**src/shared/mmac_defines.svh**
```systemverilog
// Operation
// - single-shot clear command: one cycle, then sleep
// - each further clear command repeats one cycle
// - continuous mode: clear command starts sequential scan
// - keep command switches modes, accumulators untouched
// - pin-role bit turns pin into alert output
// - conversion-done enable drives pin on completion
// - overflow enable drives pin on any overflow
// - pin-role bit never alters internal alert logic
// - pulled-up pin slows; role bit restores rate
// - conversion-done alert is 5 us pulse
// - overflow alert dominates, hides conversion-done pulses
// - overflow alert shows in flag; pin only if role
// - overflow alert holds until clear or broadcast
// - overflow flag sets on any overflow
// - only clearing commands clear flag and accumulators
// - rate field picks 1024/256/64/8 samples per second
// - halt bit forces sleep on next command
// - slow pin asserted forces 8 Hz rate
// - clear command refreshes results and resets accumulators in the same cycle
`ifndef MMAC_DEFINES_SVH
`define MMAC_DEFINES_SVH

`define MMAC_CTRL_ADDR 8'h01
`define MMAC_BIT_RATE_HI 7
`define MMAC_BIT_RATE_LO 6
`define MMAC_BIT_HALT 5
`define MMAC_BIT_SINGLE 4
`define MMAC_BIT_ROLE 3
`define MMAC_BIT_CC_EN 2
`define MMAC_BIT_OFLOW_EN 1
`define MMAC_BIT_FLAG 0
`define MMAC_RATE_1024 2'h0
`define MMAC_RATE_256 2'h1
`define MMAC_RATE_64 2'h2
`define MMAC_RATE_8 2'h3
`define MMAC_CLK_MHZ 125
`define MMAC_PULSE_NS 5000
`define MMAC_PULSE_CYC ((`MMAC_PULSE_NS * `MMAC_CLK_MHZ + 999) / 1000)
`define MMAC_TMR_W 10

`endif

```
**src/shared/mmac_pkg.sv**
```systemverilog
package mmac_pkg;
  typedef enum logic [1:0] {
    MMAC_SLEEP,
    MMAC_SINGLE,
    MMAC_CONT
  } mmac_mode_t;
endpackage

```
**src/logic/mmac_ctrl.sv**
```systemverilog
`include "mmac_defines.svh"
module mmac_ctrl
  import mmac_pkg::*;
(
  input wire logic core_clk_i,
  input wire logic rst_b_i,
  input wire logic reg_wr_i,
  input wire logic [7:0] reg_addr_i,
  input wire logic [7:0] reg_wdata_i,
  output logic [7:0] reg_rdata_o,
  input wire logic cmd_clear_i,
  input wire logic cmd_keep_i,
  input wire logic cmd_bcast_i,
  input wire logic conv_cycle_done_i,
  input wire logic acc_overflow_i,
  input wire logic shared_pin_i,
  output logic alert_pin_o,
  output logic alert_pin_oe_o,
  output logic conv_run_o,
  output logic [1:0] conv_rate_o,
  output logic acc_clear_o,
  output logic results_refresh_o
);
  mmac_mode_t mode_q, mode_d;
  logic [1:0] rate_q, rate_d;
  logic halt_q, halt_d;
  logic single_q, single_d;
  logic role_q, role_d;
  logic cc_en_q, cc_en_d;
  logic oflow_en_q, oflow_en_d;
  logic flag_q, flag_d;
  logic oflow_alert_q, oflow_alert_d;
  logic slow_s1_q, slow_s2_q;
  logic acc_clear_q, acc_clear_d;
  logic refresh_q, refresh_d;
  logic [1:0] rate_eff_q, rate_eff_d;
  logic oe_q, oe_d;
  logic [7:0] rdata_q, rdata_d;
  logic any_cmd, clr_cmd, wr_ctrl, slow_active, cc_pulse, alert_active;

  assign clr_cmd = cmd_clear_i | cmd_bcast_i;
  assign any_cmd = clr_cmd | cmd_keep_i;
  assign wr_ctrl = reg_wr_i & (reg_addr_i == `MMAC_CTRL_ADDR);
  // the slow input only counts while the pin is not an alert output
  assign slow_active = ~role_q & slow_s2_q;

  // pulse stretcher for conversion-done alerts; runs whatever the pin role is
  mmac_pulse_timer u_timer (
    .core_clk_i(core_clk_i),
    .rst_b_i(rst_b_i),
    .start_i(conv_cycle_done_i & cc_en_q),
    .active_o(cc_pulse)
  );

  // overflow notification masks the done pulses entirely
  assign alert_active = oflow_en_q ? oflow_alert_q : (cc_en_q & cc_pulse);

  // next values for control bits, mode, alert state and pin
  always_comb begin
    mode_d = mode_q;
    rate_d = rate_q;
    halt_d = halt_q;
    single_d = single_q;
    role_d = role_q;
    cc_en_d = cc_en_q;
    oflow_en_d = oflow_en_q;
    flag_d = flag_q;
    oflow_alert_d = oflow_alert_q;
    acc_clear_d = clr_cmd;
    refresh_d = any_cmd;
    if (wr_ctrl) begin
      rate_d = reg_wdata_i[`MMAC_BIT_RATE_HI:`MMAC_BIT_RATE_LO];
      halt_d = reg_wdata_i[`MMAC_BIT_HALT];
      single_d = reg_wdata_i[`MMAC_BIT_SINGLE];
      role_d = reg_wdata_i[`MMAC_BIT_ROLE];
      cc_en_d = reg_wdata_i[`MMAC_BIT_CC_EN];
      oflow_en_d = reg_wdata_i[`MMAC_BIT_OFLOW_EN];
    end
    // mode follows the commands; the keep command never clears
    if (any_cmd) begin
      if (halt_q) begin
        mode_d = MMAC_SLEEP;
      end else if (single_q) begin
        mode_d = MMAC_SINGLE;
      end else begin
        mode_d = MMAC_CONT;
      end
    end else if (mode_q == MMAC_SINGLE && conv_cycle_done_i) begin
      mode_d = MMAC_SLEEP;
    end
    // clearing commands drop flag and alert; a same-cycle overflow still sets the flag, and the alert if overflow is enabled
    if (clr_cmd) begin
      flag_d = 1'b0;
      oflow_alert_d = 1'b0;
    end
    if (acc_overflow_i) begin
      flag_d = 1'b1;
      if (oflow_en_q) begin
        oflow_alert_d = 1'b1;
      end
    end
    // reduced rate overrides the programmed field
    rate_eff_d = slow_active ? `MMAC_RATE_8 : rate_q;
    // open drain: drive low only as alert output, else release high
    oe_d = role_q & alert_active;
    rdata_d = 8'h00;
    if (reg_addr_i == `MMAC_CTRL_ADDR) begin
      rdata_d = {rate_q, halt_q, single_q, role_q, cc_en_q, oflow_en_q, flag_q};
    end
  end

  // registers only; device powers up converting continuously
  always_ff @(posedge core_clk_i or negedge rst_b_i) begin
    if (!rst_b_i) begin
      mode_q <= MMAC_CONT;
      rate_q <= `MMAC_RATE_1024;
      halt_q <= 1'b0;
      single_q <= 1'b0;
      role_q <= 1'b0;
      cc_en_q <= 1'b0;
      oflow_en_q <= 1'b0;
      flag_q <= 1'b0;
      oflow_alert_q <= 1'b0;
      slow_s1_q <= 1'b0;
      slow_s2_q <= 1'b0;
      acc_clear_q <= 1'b0;
      refresh_q <= 1'b0;
      rate_eff_q <= `MMAC_RATE_1024;
      oe_q <= 1'b0;
      rdata_q <= 8'h00;
    end else begin
      mode_q <= mode_d;
      rate_q <= rate_d;
      halt_q <= halt_d;
      single_q <= single_d;
      role_q <= role_d;
      cc_en_q <= cc_en_d;
      oflow_en_q <= oflow_en_d;
      flag_q <= flag_d;
      oflow_alert_q <= oflow_alert_d;
      slow_s1_q <= shared_pin_i; // pin is asynchronous
      slow_s2_q <= slow_s1_q;
      acc_clear_q <= acc_clear_d;
      refresh_q <= refresh_d;
      rate_eff_q <= rate_eff_d;
      oe_q <= oe_d;
      rdata_q <= rdata_d;
    end
  end

  assign reg_rdata_o = rdata_q;
  assign alert_pin_o = 1'b0;
  assign alert_pin_oe_o = oe_q;
  assign conv_run_o = (mode_q != MMAC_SLEEP);
  assign conv_rate_o = rate_eff_q;
  assign acc_clear_o = acc_clear_q;
  assign results_refresh_o = refresh_q;

  // helper: length of each conversion-done pulse
  localparam int PULSE_CYC = `MMAC_PULSE_CYC;
  logic [`MMAC_TMR_W:0] len_q;
  always_ff @(posedge core_clk_i or negedge rst_b_i) begin
    if (!rst_b_i) begin
      len_q <= '0;
    end else if (conv_cycle_done_i & cc_en_q) begin
      len_q <= '0;
    end else if (cc_pulse) begin
      len_q <= len_q + 1'b1;
    end
  end
endmodule

```
**src/logic/mmac_pulse_timer.sv**
```systemverilog
`include "mmac_defines.svh"
module mmac_pulse_timer
  import mmac_pkg::*;
(
  input wire logic core_clk_i,
  input wire logic rst_b_i,
  input wire logic start_i,
  output logic active_o
);
  logic [`MMAC_TMR_W-1:0] cnt_q;
  logic [`MMAC_TMR_W-1:0] cnt_d;

  // a new start reloads, so back-to-back completions stretch the pulse
  always_comb begin
    cnt_d = cnt_q;
    if (start_i) begin
      cnt_d = `MMAC_TMR_W'(`MMAC_PULSE_CYC);
    end else if (cnt_q != '0) begin
      cnt_d = cnt_q - `MMAC_TMR_W'(1);
    end
  end

  always_ff @(posedge core_clk_i or negedge rst_b_i) begin
    if (!rst_b_i) begin
      cnt_q <= '0;
    end else begin
      cnt_q <= cnt_d;
    end
  end

  assign active_o = (cnt_q != '0);
endmodule

```
**config.mk**
```make
export PLATFORM = sky130hd
export DESIGN_NAME = mmac_ctrl
export DESIGN_NICKNAME = d
export VERILOG_FILES = /design/src/shared/mmac_pkg.sv /design/src/logic/mmac_ctrl.sv /design/src/logic/mmac_pulse_timer.sv
export VERILOG_INCLUDE_DIRS = /design/src /design/src/shared
export SDC_FILE = /design/constraint.sdc
export NUM_CORES = 1
export LEC_CHECK = 0
export BUFFER_PORTS_ARGS = -buffer_cell sky130_fd_sc_hd__buf_2
export CAP_MARGIN = 10
export CORE_MARGIN = 2
export CORE_UTILIZATION = 51
export CTS_CLUSTER_DIAMETER = 30
export DETAILED_ROUTE_END_ITERATION = 12
export PLACE_DENSITY = 0.82
export SLEW_MARGIN = 20
export SYNTH_ARGS = -nofsm -noshare
export SYNTH_HDL_FRONTEND = slang
export SYNTH_SLANG_ARGS = --single-unit
```
**constraint.sdc**
```tcl
create_clock -name core_clk_i -period 2.1 [get_ports core_clk_i]
set_input_delay 0.525 -clock core_clk_i [delete_from_list [all_inputs] [get_ports core_clk_i]]
set_output_delay 0.525 -clock core_clk_i [all_outputs]
set_load 0.005 [all_outputs]
```
---- Word level (Yosys, flattened, before mapping) ----
Cells that the tools add are included.
cells by class
  reductions and logical operators ........ 6
  multiplexer cells ....................... 14
  eq/ne operators ......................... 2
  bitwise operators ....................... 8
  add/subtract/negate cells ............... 1
operator list
  cell                     number
  $mux W10                 2
  $mux W2                  5
  $reduce_bool A10 Y1      1
  $sub A10 B1 Y10 const B  1
  $eq A8 B1 Y1 const B     1
  $mux W8                  1
  $reduce_bool A2 Y1       4
  $mux W1                  6
  $and A1 B1 Y1            5
  $eq A2 B1 Y1 const B     1
  $or A1 B1 Y1             2
  $logic_and A1 B1 Y1      1
  $not A1 Y1               1
storage, ports and cells
  word-level logic and storage cells ...... 48
  output and inout bits ................... 15
  register bits after elaboration ......... 36
  input bits .............................. 25

---- Longest topological paths before layout ----
  depth in word-level cells ............... 4
  depth in mapped cells ................... 6
  gate-level depth less buffers ........... 6

---- By module ----
A second synthesis with hierarchy kept.
second synthesis, totals
  cells, all modules ...................... 124
  area total of the unflattened synthesis .. 1519.0 um2
by module, submodules not included
  module            area an instance (um2)  cells each  sequential area each (um2)  times used
  mmac_ctrl         968.4                   69          651.9                       1
  mmac_pulse_timer  550.5                   55          250.2                       1

---- Worst setup path after synthesis ----
Ideal clock, no wire load.
  kind .................................... reg-to-reg
  start ................................... register u_timer.cnt_q[3]
  end ..................................... register u_timer.cnt_q[9]
  data arrival time ....................... 1746 ps
  path buffers ............................ 0
  cell stages (with the launch flop) ...... 4
  setup time .............................. 124 ps
  setup slack ............................. 231 ps
  required time ........................... 1976 ps
  period minus slack after synthesis ...... 1869 ps
  cell sequence ........................... dfrtp_1 -> or4_4 -> or4_4 -> a211o_1
between the ends
  cells in the longest elaborated chain, start to end .. 3
  elaborated cells between the ends (all ways) .. 5
  classes of those cells .................. add/sub: 1; mux: 2; reduce/logical: 2
RTL lines
  item                    RTL line                RTL
  from (decl)             mmac_pulse_timer.sv:10  logic [`MMAC_TMR_W-1:0] cnt_q;
  from (signal assigned)  mmac_pulse_timer.sv:27  cnt_q <= cnt_d;
  $sub A10 B1 Y10         mmac_pulse_timer.sv:19  cnt_d = cnt_q - `MMAC_TMR_W'(1);
  $mux W10                mmac_pulse_timer.sv:18  end else if (cnt_q != '0) begin
  $mux W10                mmac_pulse_timer.sv:16  if (start_i) begin
Several ways; a longest one is shown, not always the timed one. The select of a mux whose other input is x is not followed.
A chain may end at the register's enable or synchronous reset.

---- Worst setup path in the final report ----
Same ends and word-level chain as after synthesis.

==> metrics.log <==
INFO  metric post-dp-hpwl = around 1.9 mm
INFO  metric worst_setup_slack_after_placement = 0.162 ns
INFO  metric synth_top_cell_area_share = 0.596
INFO  metric dr_total_vias = roughly 1100
INFO  metric synth_area_leader_cell = sky130_fd_sc_hd__dfrtp_1
INFO  metric cts_post_setup_buffers_inserted = 0
INFO  metric antenna_left = 0
INFO  metric grt_pass1_wl = between 4 and 5 mm
INFO  metric avgRoutedWirePerCell = approximately 13 µm
INFO  metric synthesis.instances = between 100 and 150
INFO  metric first_global_vias = 1105
INFO  metric finalHoldViolations = 0
INFO  metric seq_area_frac_synth = 0.614
INFO  metric aggregate_global_route_resource_usage = 0.173
INFO  metric core_region_area = approximately 2800 µm²
INFO  metric drt_iter0_drc = 25
INFO  metric critPathLaunchType = flop
INFO  metric netlist_top_cells_area = sky130_fd_sc_hd__dfrtp_1, sky130_fd_sc_hd__mux2_2, sky130_fd_sc_hd__and2_1
INFO  metric synthesis.area_per_instance = ~12 µm²
INFO  metric firstDrtPassIters = 4
INFO  metric die_h = 57.7 µm
INFO  metric via_per_inst = 5.37
INFO  metric grt_max_degree = 37
INFO  metric root_buffer = sky130_fd_sc_hd__clkbuf_4
INFO  metric max_cap_viol_count = 0
INFO  metric syn_to_final_growth = 19.4%
INFO  metric cp-end-kind = flop
INFO  metric placed_cells = about 190
INFO  metric worstReg2RegEnd = u_timer.cnt_q[9]$_DFFE_PN0P_
INFO  metric post-route-period-util = 0.921
INFO  metric static_power_due_to_leakage = roughly 0.9 nW
INFO  metric antenna_found_initial = 0
INFO  metric final.setup.worst_slack = 0.167 ns
INFO  metric finalSetupViolCount = 0
INFO  metric cp_num_buf_inv = 0
INFO  metric wirelength = 2.53 mm
INFO  metric cts_tree = yes
INFO  metric critical-path-slowest-cell = sky130_fd_sc_hd__or4_4
INFO  metric initial_utilization = 0.533
INFO  metric clock-skew-final = between 0.01 and 0.015 ns
INFO  metric xor_xnor_share_of_the_synthesized_area = 0.0179
INFO  metric cellPowerDensity = between 900 and 1000 nW/µm²
INFO  metric final_nets = 193
INFO  metric placement.io_buffers = 37
INFO  metric yosys.area_share.simple = 0.191
INFO  metric finalSetupTns = 0 ns
INFO  metric num_rows = 19
INFO  metric actual_transition_at_the_worst_max_transition_pin = between 0.7 and 0.8 ns
INFO  metric reg2reg_start = u_timer.cnt_q[3]$_DFFE_PN0P_
INFO  metric critical_path_class = reg2reg
INFO  metric gp_congestion = between 0.7 and 0.8
INFO  metric mappedNetlistNets = between 100 and 150
INFO  metric finalNonFillerCells = a little under 200
INFO  metric cts_buffers = 5
INFO  metric cp_max_fanout = 6
INFO  metric clkLatencyLatePin = between 0.3 and 0.4 ns
INFO  metric synth_top_flop_cell = sky130_fd_sc_hd__dfrtp_1
INFO  metric number_of_sinks_driven_by_the_clock_tree = 36
INFO  metric drive_above_1_share = 0.351
INFO  metric synth_seq_cells = 36
INFO  metric setup_repair_after_global_routing_missed_its_margin = false
INFO  metric worst_path_most_repeated_cell = sky130_fd_sc_hd__or4_4
INFO  metric critPathMaxStageDelay = around 0.60 ns
INFO  metric critical_path.top_delay_family = simple AND/OR/NAND/NOR gates
INFO  metric cp_cell_sequence = or4_4 > or4_4 > a211o_1
INFO  metric synth_top_family_by_area = simple AND/OR/NAND/NOR gates
INFO  metric dieWidth = 57.7 µm
INFO  metric outcome = complete, no violations
INFO  metric num_io_pins = 40
INFO  metric multiplexer_fraction_of_the_synthesized_cell_area = 0.0537
INFO  metric design.die.area = approximately 3300 µm²
INFO  metric timing.slew.headroom = 0.496
INFO  metric ctsResizeCount = 0
INFO  metric synth.yosys.warnings = 0
INFO  metric fill_cells = around 210
INFO  metric synth.distinct_cells = 37
INFO  metric synthesis.area = ~1500 µm²
INFO  metric diodes = 0
INFO  metric gr-total-overflow = 0
INFO  metric synth_enable_flop_cells = 0
INFO  metric detail_route.drc_violations = 0
INFO  metric max_freq = 517 MHz
INFO  metric cts_max_path_buffers = 2
INFO  metric timing.final.crit_period = approximately 1.9 ns
INFO  metric holdBufCountCts = 0
INFO  metric htreeDepth = 2
INFO  metric synth_compound_area_frac = 0.0894
INFO  metric fin_worst_hold_slack = ~0.26 ns
INFO  metric ys_async_sr_fraction = 1.00
INFO  metric clk_transition_reported_paths = approximately 0.11 ns
INFO  metric timing.final.max_slew_violations = 0
INFO  metric synth_common_cells = sky130_fd_sc_hd__dfrtp_1, sky130_fd_sc_hd__and2_1, sky130_fd_sc_hd__nand2_1
INFO  metric crit_arrival = around 2.2 ns
INFO  metric yosysMostFrequentCell = sky130_fd_sc_hd__dfrtp_1
INFO  metric cp_data_required_time = approximately 2.3 ns
INFO  metric reg2reg_setup_slack = ~0.17 ns
INFO  metric r2r_cells = 3
INFO  metric peakVddDrop = about 0.66 mV
INFO  metric holdCritPathClass = in2async
INFO  metric synth-adder-area-share = 0.00852
how the worst max path moves through the flow:
stage | startpoint | to | slack [ns] | cells after the start
final | u_timer.cnt_q[3]$_DFFE_PN0P_ | u_timer.cnt_q[9]$_DFFE_PN0P_ | 0.17 | 3
after global routing | u_timer.cnt_q[3]$_DFFE_PN0P_ | u_timer.cnt_q[9]$_DFFE_PN0P_ | 0.11 | 3
after CTS | u_timer.cnt_q[3]$_DFFE_PN0P_ | u_timer.cnt_q[9]$_DFFE_PN0P_ | 0.16 | 3
after detailed placement | u_timer.cnt_q[3]$_DFFE_PN0P_ | u_timer.cnt_q[9]$_DFFE_PN0P_ | 0.16 | 3
after global placement | u_timer.cnt_q[3]$_DFFE_PN0P_ | u_timer.cnt_q[9]$_DFFE_PN0P_ | 0.19 | 3
after floorplan | u_timer.cnt_q[3]$_DFFE_PN0P_ | u_timer.cnt_q[9]$_DFFE_PN0P_ | 0.23 | 3
metal layers:
metal / part of all wire / track usage / vias to the layer above
li1: - / - / 514
met3: 0.054 / 0.0469 / 3
met1: 0.42 / 0.202 / 521
met5: 0 / 0 / -
met4: 0.0044 / 0.0399 / 0
met2: 0.52 / 0.315 / 31
worst register-to-register path, delay by kind of cell, from the launching register on:
kind / cells / cell delay, ns
DFF: 1 / 0.45
and+or+nand+nor: 2 / 1.10
AOI/OAI and AO/OA: 1 / 0.29
layout by cell type (no fill, tap or decap), types with 2 or more instances in the layout:
master | synthesis | final
sky130_fd_sc_hd__xnor2_1 | 2 | 2
sky130_fd_sc_hd__nor3_1 | 6 | 6
sky130_fd_sc_hd__buf_4 | 1 | 3
sky130_fd_sc_hd__a211o_1 | 2 | 2
sky130_fd_sc_hd__nand3b_1 | 2 | 2
sky130_fd_sc_hd__a21oi_1 | 4 | 4
sky130_fd_sc_hd__nand2_1 | 9 | 9
sky130_fd_sc_hd__or4_4 | 2 | 2
sky130_fd_sc_hd__dfrtp_1 | 35 | 35
sky130_fd_sc_hd__nand2b_1 | 4 | 4
sky130_fd_sc_hd__inv_1 | 5 | 5
sky130_fd_sc_hd__buf_2 | 0 | 37
sky130_fd_sc_hd__nor4_1 | 2 | 2
sky130_fd_sc_hd__o21ai_0 | 4 | 4
sky130_fd_sc_hd__mux2_2 | 7 | 7
sky130_fd_sc_hd__nor3b_1 | 2 | 2
sky130_fd_sc_hd__nor2_1 | 5 | 5
sky130_fd_sc_hd__and2_1 | 9 | 9
sky130_fd_sc_hd__clkbuf_4 | 0 | 5
sky130_fd_sc_hd__o41ai_1 | 2 | 2
sequential cells by signal, summed over array words and instances (netlist names), 2 cells and up:
signal / flops
mode_q: 2
conv_rate_o: 2
rate_q: 2
u_timer.cnt_q: 10
reg_rdata_o: 8
cell type report:
class | instances | area, µm² | share of cell area
Sequential cell | 36 | 902 | 0.514
Multi-Input combinational cell | 79 | 533 | 0.304
Timing Repair Buffer | 40 | 208 | 0.118
Clock buffer | 6 | 41.3 | 0.0235
Tap cell | 31 | 38.8 | 0.0221
Inverter | 5 | 18.8 | 0.0107
Clock inverter | 2 | 12.5 | 0.00713
cell families (layout without fill, tap and decap cells):
family	count (synthesis)	in the layout
other	1	1
XOR/XNOR	3	3
flip-flops	36	36
multiplexers	7	7
adder cells (fa/ha/maj)	1	1
AND/OR/NAND/NOR	48	48
AO/OA/AOI/OAI	19	19
buffers and inverters	8	53
stage by stage:
stage / power, W / cell area, µm² / util
floorplan: 0.00120 / 1470 / -
global placement: 0.00131 / 1700 / 0.617
detailed placement: 0.00135 / 1700 / 0.617
CTS: 0.00170 / 1750 / 0.636
global route: 0.00179 / 1750 / 0.636
finish: 0.00168 / 1750 / 0.636
where the power goes:
part	internal [W]	switching, W	total (W)
Clock	0.000129	0.000221	0.000351
Sequential	0.000809	0.000139	0.000948
Combinational	0.000198	0.000188	0.000386
(Power assumes the default switching activity.)
